$ cat config.mk
export PLATFORM = sky130hd
export DESIGN_NAME = flash_option_loader_regs
export DESIGN_NICKNAME = d
export VERILOG_FILES = /design/src/verilog/flash_option_pkg.sv /design/src/verilog/flash_option_loader_regs.sv
export SDC_FILE = /design/constraint.sdc
export NUM_CORES = 1
export LEC_CHECK = 0
export CORE_ASPECT_RATIO = 0.7
export CORE_MARGIN = 5
export CORE_UTILIZATION = 35
export DETAILED_ROUTE_END_ITERATION = 8
export DONT_BUFFER_PORTS = 1
export SYNTH_ARGS = -nofsm -noshare
export SYNTH_HDL_FRONTEND = slang
export SYNTH_SLANG_ARGS = --single-unit
$ cat constraint.sdc
create_clock -name ref_clk -period 2.4 [get_ports ref_clk]
set_input_delay 0.24 -clock ref_clk [delete_from_list [all_inputs] [get_ports ref_clk]]
set_output_delay 0.24 -clock ref_clk [all_outputs]
set_load 0.01 [all_outputs]
$ cat src/verilog/flash_option_pkg.sv
// Purpose: Constants of the flash option loader
// Assumes: APB with 32-bit data, byte addresses
// Notes: Key values are top-level parameters
package flash_option_pkg;
    // Register byte offsets
    localparam logic [7:0] access_control_off = 8'h00;
    localparam logic [7:0] controller_unlock_key_off = 8'h04;
    localparam logic [7:0] option_unlock_key_off = 8'h08;
    localparam logic [7:0] operation_status_off = 8'h0c;
    localparam logic [7:0] lock_control_off = 8'h10;
    localparam logic [7:0] option_byte_off = 8'h1c;
    localparam logic [7:0] write_guard_off = 8'h20;
    // Information block word addresses
    localparam logic [31:0] info_user_addr = 32'h1ffff800;
    localparam logic [31:0] info_unused_addr = 32'h1ffff804;
    localparam logic [31:0] info_guard_lo_addr = 32'h1ffff808;
    localparam logic [31:0] info_guard_hi_addr = 32'h1ffff80c;
    // Option values
    localparam logic [7:0] readout_open_key = 8'ha5;
    localparam logic [7:0] erased_byte = 8'hff;
    // Access control fields
    localparam int latency_lsb = 0;
    localparam int half_cycle_bit = 3;
    localparam int prefetch_enable_bit = 4;
    localparam int prefetch_state_bit = 5;
    localparam logic [2:0] latency_reset = 3'h1;
    // Status fields
    localparam int busy_bit = 0;
    localparam int guard_error_bit = 4;
    localparam int done_bit = 5;
    // Lock control fields
    localparam int controller_lock_bit = 7;
    localparam int option_write_bit = 9;
    // User byte fields
    localparam int watchdog_sw_bit = 0;
    localparam int stop_disable_bit = 1;
    localparam int standby_disable_bit = 2;
    typedef enum logic [2:0] {
        load_user = 3'b000,
        load_guard_lo = 3'b001,
        load_guard_hi = 3'b010,
        load_done = 3'b011
    } loader_state_type;
endpackage
$ cat src/verilog/flash_option_loader_regs.sv
// Purpose: Flash option byte loader and APB registers
// Assumes: Information block answers one cycle after a read
// Notes: Program/erase sequencing lives outside this block
//
// What this block does
// RULE1: Word: byte0, ~byte0, byte1, ~byte1
// RULE2: Read words 0x800, 0x808, 0x80c; skip 0x804
// RULE3: Readout open only with key 0xa5
// RULE4: Readout key decodes to one protect output
// RULE5: Standby reset when bit 18 is zero
// RULE6: Stop reset when bit 17 is zero
// RULE7: Watchdog software when bit 16 set
// RULE8: Each guard bit covers four 1K pages
// RULE9: Load options after every reset
// RULE10: Mismatch sets error and forces byte 0xff
// RULE11: Erased pair skips the complement check
// RULE12: True bits only; option registers read-only
// RULE13: Abort flash access on low-power entry
// RULE14: Latency codes give zero, one, two waits
// RULE15: Bit4 prefetch enable, bit5 prefetch state
// RULE16: Bit3 enables half-cycle access
// RULE17: Controller key write-only, reads zero
// RULE18: Option key sequence sets write enable
// RULE19: Done flag set at end, write-one clears
// RULE20: Guard error set on protected target
// RULE21: Guard error clears only by writing one
// RULE22: Busy from start to finish
// RULE23: Wrong or partial key keeps lock
// RULE24: Read path inserts selected wait states
`timescale 1ns/10ps
`default_nettype none
module flash_option_loader_regs #(
    parameter logic [31:0] unlock_key1 = 32'h01234567,
    parameter logic [31:0] unlock_key2 = 32'h89abcdef
) (
    // Clock and reset
    input wire logic ref_clk,
    input wire logic srst,
    // APB slave
    input wire logic psel,
    input wire logic penable,
    input wire logic pwrite,
    input wire logic [7:0] paddr,
    input wire logic [31:0] pwdata,
    output logic [31:0] prdata,
    output logic pready,
    output logic pslverr,
    // Information block read port
    output logic [31:0] info_addr,
    output logic info_read,
    input wire logic [31:0] info_data,
    // Operation links from program/erase controller
    input wire logic op_start,
    input wire logic op_success,
    input wire logic op_fail,
    input wire logic guard_violation,
    input wire logic prefetch_active,
    input wire logic low_power_entry,
    // Flash read path
    input wire logic flash_read_req,
    input wire logic [31:0] flash_read_word,
    output logic flash_read_valid,
    output logic [31:0] flash_read_data,
    output logic flash_abort,
    // Published configuration
    output logic options_loaded,
    output logic readout_protect,
    output logic option_mismatch_error,
    output logic standby_reset_request,
    output logic stop_reset_request,
    output logic watchdog_software_select,
    output logic [31:0] page_group_write_guard_bytes,
    output logic [2:0] wait_states,
    output logic half_cycle_access_enable,
    output logic prefetch_enable,
    output logic controller_locked,
    output logic option_write_enable
);

    ////////////////////////////////////////////////////////////////////////
    // Option byte check: returns checked byte, bit 8 flags a mismatch

    function automatic logic [8:0] check_byte(input logic [7:0] value, input logic [7:0] inverse);
        logic [8:0] result;
        result = {1'b0, value};
        if (&{value, inverse}) begin
            result = {1'b0, value}; // [RULE11]
        end else if (value != ~inverse) begin
            result = {1'b1, flash_option_pkg::erased_byte}; // [RULE10]
        end
        return result;
    endfunction

    ////////////////////////////////////////////////////////////////////////
    // Loader

    flash_option_pkg::loader_state_type state;
    logic [7:0] readout_protect_byte;
    logic [7:0] user_byte;
    logic [8:0] chk0;
    logic [8:0] chk1;
    logic [8:0] chk2;
    logic [8:0] chk3;
    logic wait_data;

    // Information block word layout: byte0, ~byte0, byte1, ~byte1 [RULE1]
    assign chk0 = check_byte(info_data[7:0], info_data[15:8]);
    assign chk1 = check_byte(info_data[23:16], info_data[31:24]);
    assign chk2 = chk0;
    assign chk3 = chk1;

    always_comb begin
        case (state)
            flash_option_pkg::load_user: info_addr = flash_option_pkg::info_user_addr; // [RULE2]
            flash_option_pkg::load_guard_lo: info_addr = flash_option_pkg::info_guard_lo_addr;
            flash_option_pkg::load_guard_hi: info_addr = flash_option_pkg::info_guard_hi_addr;
            default: info_addr = flash_option_pkg::info_unused_addr;
        endcase
    end
    assign info_read = (state != flash_option_pkg::load_done) && !wait_data;

    // Read one cycle, capture the next
    always_ff @(posedge ref_clk) begin
        if (srst) begin
            state <= flash_option_pkg::load_user;
            wait_data <= 1'b0;
            readout_protect_byte <= flash_option_pkg::erased_byte;
            user_byte <= flash_option_pkg::erased_byte;
            page_group_write_guard_bytes <= 32'hffffffff;
            option_mismatch_error <= 1'b0;
            options_loaded <= 1'b0;
        end else if (state != flash_option_pkg::load_done) begin
            wait_data <= !wait_data;
            if (wait_data) begin
                option_mismatch_error <= option_mismatch_error | chk0[8] | chk1[8]; // [RULE10]
                case (state)
                    flash_option_pkg::load_user: begin
                        readout_protect_byte <= chk0[7:0];
                        user_byte <= chk1[7:0];
                        state <= flash_option_pkg::load_guard_lo; // [RULE2]
                    end
                    flash_option_pkg::load_guard_lo: begin
                        page_group_write_guard_bytes[15:0] <= {chk1[7:0], chk0[7:0]};
                        state <= flash_option_pkg::load_guard_hi;
                    end
                    flash_option_pkg::load_guard_hi: begin
                        page_group_write_guard_bytes[31:16] <= {chk3[7:0], chk2[7:0]};
                        state <= flash_option_pkg::load_done;
                        options_loaded <= 1'b1; // [RULE9]
                    end
                    default: state <= flash_option_pkg::load_done;
                endcase
            end
        end
    end

    // True bits only; guard bit n covers pages 4n..4n+3 [RULE8] [RULE12]
    assign readout_protect = (readout_protect_byte != flash_option_pkg::readout_open_key); // [RULE3] [RULE4]
    assign standby_reset_request = !user_byte[flash_option_pkg::standby_disable_bit]; // [RULE5]
    assign stop_reset_request = !user_byte[flash_option_pkg::stop_disable_bit]; // [RULE6]
    assign watchdog_software_select = user_byte[flash_option_pkg::watchdog_sw_bit]; // [RULE7]

    ////////////////////////////////////////////////////////////////////////
    // APB decode

    logic wr_en;
    logic rd_en;
    logic known_addr;
    assign pready = 1'b1;
    assign wr_en = psel && penable && pwrite;
    assign rd_en = psel && penable && !pwrite;
    assign known_addr = paddr inside {flash_option_pkg::access_control_off,
        flash_option_pkg::controller_unlock_key_off,
        flash_option_pkg::option_unlock_key_off,
        flash_option_pkg::operation_status_off,
        flash_option_pkg::lock_control_off,
        flash_option_pkg::option_byte_off,
        flash_option_pkg::write_guard_off};
    // Option registers are read-only: writes to them are refused [RULE12]
    assign pslverr = psel && penable && (!known_addr || (pwrite
        && (paddr == flash_option_pkg::option_byte_off
        || paddr == flash_option_pkg::write_guard_off)));

    ////////////////////////////////////////////////////////////////////////
    // Access control

    always_ff @(posedge ref_clk) begin
        if (srst) begin
            wait_states <= flash_option_pkg::latency_reset;
            half_cycle_access_enable <= 1'b0;
            prefetch_enable <= 1'b0;
        end else if (wr_en && paddr == flash_option_pkg::access_control_off) begin
            wait_states <= pwdata[flash_option_pkg::latency_lsb +: 3]; // [RULE14]
            half_cycle_access_enable <= pwdata[flash_option_pkg::half_cycle_bit]; // [RULE16]
            prefetch_enable <= pwdata[flash_option_pkg::prefetch_enable_bit]; // [RULE15]
        end
    end

    ////////////////////////////////////////////////////////////////////////
    // Key sequences: first key arms, second key must be the next write to that key register

    logic controller_armed;
    logic option_armed;

    always_ff @(posedge ref_clk) begin
        if (srst) begin
            controller_locked <= 1'b1;
            controller_armed <= 1'b0;
        end else if (wr_en && paddr == flash_option_pkg::controller_unlock_key_off) begin
            controller_armed <= (pwdata == unlock_key1); // [RULE23]
            if (controller_armed && pwdata == unlock_key2) begin
                controller_locked <= 1'b0; // [RULE17]
            end
        end else if (wr_en && paddr == flash_option_pkg::lock_control_off
                     && pwdata[flash_option_pkg::controller_lock_bit]) begin
            controller_locked <= 1'b1;
        end
    end

    always_ff @(posedge ref_clk) begin
        if (srst) begin
            option_write_enable <= 1'b0;
            option_armed <= 1'b0;
        end else if (wr_en && paddr == flash_option_pkg::option_unlock_key_off) begin
            option_armed <= (pwdata == unlock_key1); // [RULE23]
            if (option_armed && pwdata == unlock_key2 && !controller_locked) begin
                option_write_enable <= 1'b1; // [RULE18]
            end
        end else if (wr_en && paddr == flash_option_pkg::lock_control_off
                     && !pwdata[flash_option_pkg::option_write_bit]) begin
            option_write_enable <= 1'b0;
        end
    end

    ////////////////////////////////////////////////////////////////////////
    // Status flags: hardware set wins over software clear

    logic busy;
    logic guard_error;
    logic done_flag;
    logic status_wr;
    assign status_wr = wr_en && paddr == flash_option_pkg::operation_status_off;

    always_ff @(posedge ref_clk) begin
        if (srst) begin
            busy <= 1'b0;
        end else if (op_start) begin
            busy <= 1'b1; // [RULE22]
        end else if (op_success || op_fail || guard_violation || low_power_entry) begin
            busy <= 1'b0; // [RULE22]
        end
    end

    always_ff @(posedge ref_clk) begin
        if (srst) begin
            done_flag <= 1'b0;
        end else if (op_success) begin
            done_flag <= 1'b1; // [RULE19]
        end else if (status_wr && pwdata[flash_option_pkg::done_bit]) begin
            done_flag <= 1'b0; // [RULE19]
        end
    end

    always_ff @(posedge ref_clk) begin
        if (srst) begin
            guard_error <= 1'b0;
        end else if (guard_violation) begin
            guard_error <= 1'b1; // [RULE20]
        end else if (status_wr && pwdata[flash_option_pkg::guard_error_bit]) begin
            guard_error <= 1'b0; // [RULE21]
        end
    end

    ////////////////////////////////////////////////////////////////////////
    // Flash read path with wait states; aborted on low-power entry

    logic [2:0] wait_count;
    logic read_pending;
    assign flash_abort = low_power_entry && (read_pending || busy); // [RULE13]

    always_ff @(posedge ref_clk) begin
        if (srst) begin
            read_pending <= 1'b0;
            wait_count <= 3'h0;
            flash_read_valid <= 1'b0;
            flash_read_data <= 32'h00000000;
        end else begin
            flash_read_valid <= 1'b0;
            if (low_power_entry) begin
                read_pending <= 1'b0; // [RULE13]
            end else if (read_pending) begin
                if (wait_count == 3'h0) begin
                    read_pending <= 1'b0;
                    flash_read_valid <= 1'b1;
                    flash_read_data <= flash_read_word;
                end else begin
                    wait_count <= wait_count - 3'h1; // [RULE24]
                end
            end else if (flash_read_req) begin
                read_pending <= 1'b1;
                wait_count <= wait_states; // [RULE14] [RULE24]
            end
        end
    end

    ////////////////////////////////////////////////////////////////////////
    // Read data

    always_ff @(posedge ref_clk) begin
        if (srst) begin
            prdata <= 32'h00000000;
        end else if (psel && !penable && !pwrite) begin
            prdata <= 32'h00000000;
            case (paddr)
                flash_option_pkg::access_control_off: begin
                    prdata[flash_option_pkg::latency_lsb +: 3] <= wait_states;
                    prdata[flash_option_pkg::half_cycle_bit] <= half_cycle_access_enable;
                    prdata[flash_option_pkg::prefetch_enable_bit] <= prefetch_enable;
                    prdata[flash_option_pkg::prefetch_state_bit] <= prefetch_active; // [RULE15]
                end
                flash_option_pkg::operation_status_off: begin
                    prdata[flash_option_pkg::busy_bit] <= busy;
                    prdata[flash_option_pkg::guard_error_bit] <= guard_error;
                    prdata[flash_option_pkg::done_bit] <= done_flag;
                end
                flash_option_pkg::lock_control_off: begin
                    prdata[flash_option_pkg::controller_lock_bit] <= controller_locked;
                    prdata[flash_option_pkg::option_write_bit] <= option_write_enable;
                end
                flash_option_pkg::option_byte_off: begin
                    prdata[9:0] <= {user_byte, readout_protect, option_mismatch_error};
                end
                flash_option_pkg::write_guard_off: begin
                    prdata <= page_group_write_guard_bytes;
                end
                // Key registers read as zero [RULE17] [RULE18]
                default: prdata <= 32'h00000000;
            endcase
        end
    end

endmodule
`default_nettype wire

== Word-level counts from Yosys, hierarchy flattened ==
Cells that the tools add are included.
Storage, ports and cells
  output and inout bits: 146
  register bits after elaboration: 135
Operators by class
  $add $sub $neg: 1
  reductions and logical operators: 56
  equality and inequality tests: 17
  multiplexer cells: 33
  bitwise gates (word level): 6
Operators by type and width (count)
  9-bit 2-to-1 mux: 4
  32-bit by 25-bit equality test with 1-bit output, second input constant: 1
  32-bit equality test, second input constant: 1
  16-bit AND reduction: 2
  22-bit 2-to-1 mux: 1
  1-bit logical AND: 20
  8-bit by 4-bit equality test with 1-bit output, second input constant: 2
  8-bit by 5-bit equality test with 1-bit output, second input constant: 2
  1-bit 2-to-1 mux: 16
  8-bit != test: 2
  8-bit inverter: 2
  3-bit AND reduction: 5
  4-bit case mux with 3 select lines: 1
  2-bit nonzero test: 6
  3-bit 2-to-1 mux: 3
  3-bit case mux with 3 select lines: 1
  8-bit by 3-bit equality test with 1-bit output, second input constant: 1
  8-bit by 6-bit equality test with 1-bit output, second input constant: 1
  1-bit logical NOT: 8
  8-bit logical NOT: 1
  8-bit != test, second input constant: 1
  2-bit case mux with 4 select lines: 1
  7-bit nonzero test: 1
  3-bit logical NOT: 2
  16 further kinds: 28

== Logic depth before layout (Yosys ltp) ==
  depth after elaboration: 6
  mapped depth: 8

== Least setup slack after synthesis ==
OpenSTA, ideal clock, no wires.
  kind: input port to output port
  from: in paddr[5]
  to: out pslverr
  arrival: 1.461 ns
  stages: 6
  data required time: 2.160 ns
  path slack: 0.699 ns
  cells stage by stage: buf_2 -> nor4b_2 -> and2_1 -> buf_2 -> o21ai_0 -> a21oi_1
On the way
  word-level cells in the longest chain between the ends: 5
  elaborated cells between the ends (all ways): 13
RTL lines
  from (decl): line flash_option_loader_regs.sv:43  | input wire logic [7:0] paddr,
  8-bit by 3-bit equality test with 1-bit output, or another cell as far along: line flash_option_loader_regs.sv:172  | assign known_addr = paddr inside {flash_option_pkg::access_control_off,
  7-bit nonzero test / 1-bit logical OR (equally long branches): line flash_option_loader_regs.sv:172, flash_option_loader_regs.sv:182
  1-bit logical NOT / 1-bit logical AND (equally long branches): line flash_option_loader_regs.sv:180, flash_option_loader_regs.sv:181
  1-bit logical OR (*): line flash_option_loader_regs.sv:180  | assign pslverr = psel && penable && (!known_addr || (pwrite
  1-bit logical AND (*): line flash_option_loader_regs.sv:180
  to (decl): line flash_option_loader_regs.sv:47  | output logic pslverr,
Every way passes the cells marked *; elsewhere a longest branch is shown, timed or not.

== Worst setup path after layout ==
  from: reg state[0]
  to: reg page_group_write_guard_bytes[20]
On the way
  word-level cells in the longest chain between the ends: 2
  elaborated cells between the ends (all ways): 3
RTL lines
  from (decl): line flash_option_loader_regs.sv:97  | flash_option_pkg::loader_state_type state;
  from (signal assigned): line flash_option_loader_regs.sv:125  | state <= flash_option_pkg::load_user;
  from (signal assigned): line flash_option_loader_regs.sv:140  | state <= flash_option_pkg::load_guard_lo;
  from (signal assigned): line flash_option_loader_regs.sv:144  | state <= flash_option_pkg::load_guard_hi;
  3-bit by 2-bit != test with 1-bit output / 3-bit by 2-bit equality test with 1-bit output (equally long branches): line flash_option_loader_regs.sv:132, flash_option_loader_regs.sv:136
  3-bit AND reduction (no line) (*)
  to (signal assigned): line flash_option_loader_regs.sv:147  | page_group_write_guard_bytes[31:16] <= {chk3[7:0], chk2[7:0]};
  to (decl): line flash_option_loader_regs.sv:72  | output logic [31:0] page_group_write_guard_bytes,
Marks and branches as above.
A chain may end at the register's enable or synchronous reset.

==> impl_metrics.tcl <==
set metrics [dict create \
    avgSynthCellArea_um2 9.23 \
    cts_buffer_depth 2 \
    reg2reg_depth 5 \
    n_fill_cell 1488 \
    start_util 0.361 \
    synthArstFlopShare 0 \
    numCtsBuffers 17 \
    setup_viol 0 \
    grt_first_pass_wirelength_um 26500 \
    grt_usage 0.185 \
    ys_types 54 \
    p_leak_nw 2.47 \
    mostFrequentLayoutCell "dfxtp_1" \
    h-tree-depth 4 \
    layout-drive-gt1-share 0.0817 \
    rows 38 \
    clock_skew_ns 0.0142 \
    synth_edf_count 0 \
    io_buffers 0 \
    core_mm2 0.0156 \
    synth_flop_cell "dfxtp_1" \
    crit_start "state[0]" \
    finalSetupTns_ns 0 \
    yosys_warnings 0 \
    crit_required_ns 2.70 \
    cp.arrival_ns 2.18 \
    cts.sinks 134 \
    drv_cap 0 \
    ys_seq_area_frac 0.476 \
    wl_met3_um 1610 \
    status "finished, final reports clean" \
    fp.dieH_um 116 \
    dp_hpwl_um 13600 \
    overflow 0 \
    postCtsSetupBuffers 0 \
    drt-met1-wl_um 7710 \
    finalCritPeriodShare 0.782 \
    finalInstanceArea_mm2 0.00685 \
    grt_max_degree 73 \
    drt_iter0_drc 421 \
    ir_drop_mv 0.453 \
    diodes 0 \
    finalHoldViolations 0 \
    end_kind "flop" \
    die_area_mm2 0.0188 \
    gp_congestion 0.846 \
    multi_input_area_mm2 0.00266 \
    clockRootBuffer "clkbuf_16" \
    drv_slew 0 \
    viasPerCell 5.52 \
    num_io_pins 262 \
    slew_headroom 0.542 \
    wl_per_cell_um 21.0 \
    power_density_mw_per_mm2 762 \
    r2r_slack_ns 0.52 \
    routed_wl_um 18300 \
    worst_setup_path_start_kind "flop" \
    hp-class "in -> reg" \
    synthCells 611 \
    layout_common_cells "dfxtp_1 (134), nand2_1 (92), dlygate4sd3_1 (57)" \
    wl_met2_um 8720 \
    drt.antenna.violating_nets 0 \
    rsz0062_at_grt "no" \
    seq_area_mm2 0.00268 \
    finalCriticalPeriod_ns 1.88 \
    dr_total_vias 4823 \
    cts_tree "built" \
    grt_pass1_vias 4565 \
    max_freq_ghz 0.533 \
    antenna_found_initial 0 \
    insertion_delay_ns 0.42 \
    critical_path_class "reg -> reg" \
    worst-path-max-fanout 8 \
    timing.hold.ws_ns 0.0155 \
    syn_area_mm2 0.00564 \
    drc 0 \
    fin_nets 784 \
    syn2layout_area_growth_pct 21.4 \
    reg2reg_from "state[0]" \
    worst_pin_slew_ns 0.680 \
    critical_path.endpoint "page_group_write_guard_bytes[20]" \
    detail_route.first_pass.iterations 5 \
    die_w_um 162 \
    total_power_mw 5.21 \
    r2r_end "page_group_write_guard_bytes[20]" \
    ys_ff_latch 134 \
    clk_pin_slew_ns 0.06 \
    placed_cell_area_mm2 0.00567 \
    maxUsedRoutingLayer "met4" \
]
[worst min-delay path by stage]
stage,from,to,slack (ns),cells past startpoint
CTS,srst,prdata[9],0.001,2
global route,srst,prdata[7],0.01,2
floorplan,op_start,busy,0.36,2
global placement,srst,prdata[15],0.32,1
detailed placement,srst,prdata[15],0.32,1
finish,srst,prdata[7],0.02,2
[logic make-up after synthesis]
| family | count (synthesis) | synth area share |
|---|---|---|
| XOR/XNOR | 13 | 0.0202 |
| AND/OR/NAND/NOR | 212 | 0.191 |
| buffers and inverters | 71 | 0.0719 |
| adder cells (fa/ha/maj) | 8 | 0.0177 |
| other | 2 | 0.00133 |
| flip-flops | 134 | 0.476 |
| multiplexers | 10 | 0.0177 |
| AO/OA/AOI/OAI | 161 | 0.204 |
[cell usage after synthesis (5+ instances only)]
cell type  count  area share
clkbuf_1      25       0.017
a22oi_1       26       0.035
nor2_1        49       0.033
a21oi_1       43       0.038
buf_4         32       0.043
nor3_1         5      0.0044
o21ai_0       15       0.013
nand2_1       92       0.061
and2_1         5      0.0055
a22o_1         8       0.012
nor2b_1        6      0.0067
ha_1           8       0.018
dfxtp_1      134        0.48
o22a_1        48       0.075
nand4_1       15       0.017
xor2_1        12       0.019
inv_1          9      0.0060
mux2i_1       10       0.018
[layout make-up]
class	count	area share
multi-input cells	435	0.389
clock buffers	18	0.0627
clock inverters	14	0.0219
well taps	200	0.0366
inverters	9	0.00494
flip-flops and latches	134	0.392
repair buffers	63	0.0929
[stage by stage]
stage	util	worst slack [ns]	cells
after detailed placement	0.362	0.492	783
after global routing	0.438	0.373	873
after global placement	0.362	0.510	783
final	0.438	0.523	873
after CTS	0.438	0.526	873
after floorplan	-	0.699	640
[power by group]
part / internal (mW) / switching, mW / total, mW
registers: 2.26 / 0.0370 / 2.29
logic: 0.151 / 0.207 / 0.357
clock network: 1.54 / 1.03 / 2.57
[sequential cells by signal, summed over array words and instances, names as in the netlist, 2 cells and up]
signal and count:
prdata 32, wait_count 3, flash_read_data 32, state 2
readout_protect_byte 8, user_byte 8, wait_states 3, page_group_write_guard_bytes 32
[metal layers]
layer  global-route usage  up-vias
li1                     -     2242
met1                0.228     2335
met2                0.302      220
met3               0.0713       26
met4               0.0603        0
met5                    0        -
[timing repair]
action                                  4_1_cts  5_1_grt
gates resized for setup                       0        0
endpoints found under the setup margin        0        0
hold endpoints to repair                    121        0
hold buffers                                 58        0
[critical path: stages (launching register included)]
cell and delay [ns]:
dfxtp_1 0.35, ha_1 0.25, nor2b_1 0.14, and2_0 0.40
o211ai_1 0.35, o22a_1 0.28
Power figures use the tool's default switching activity.
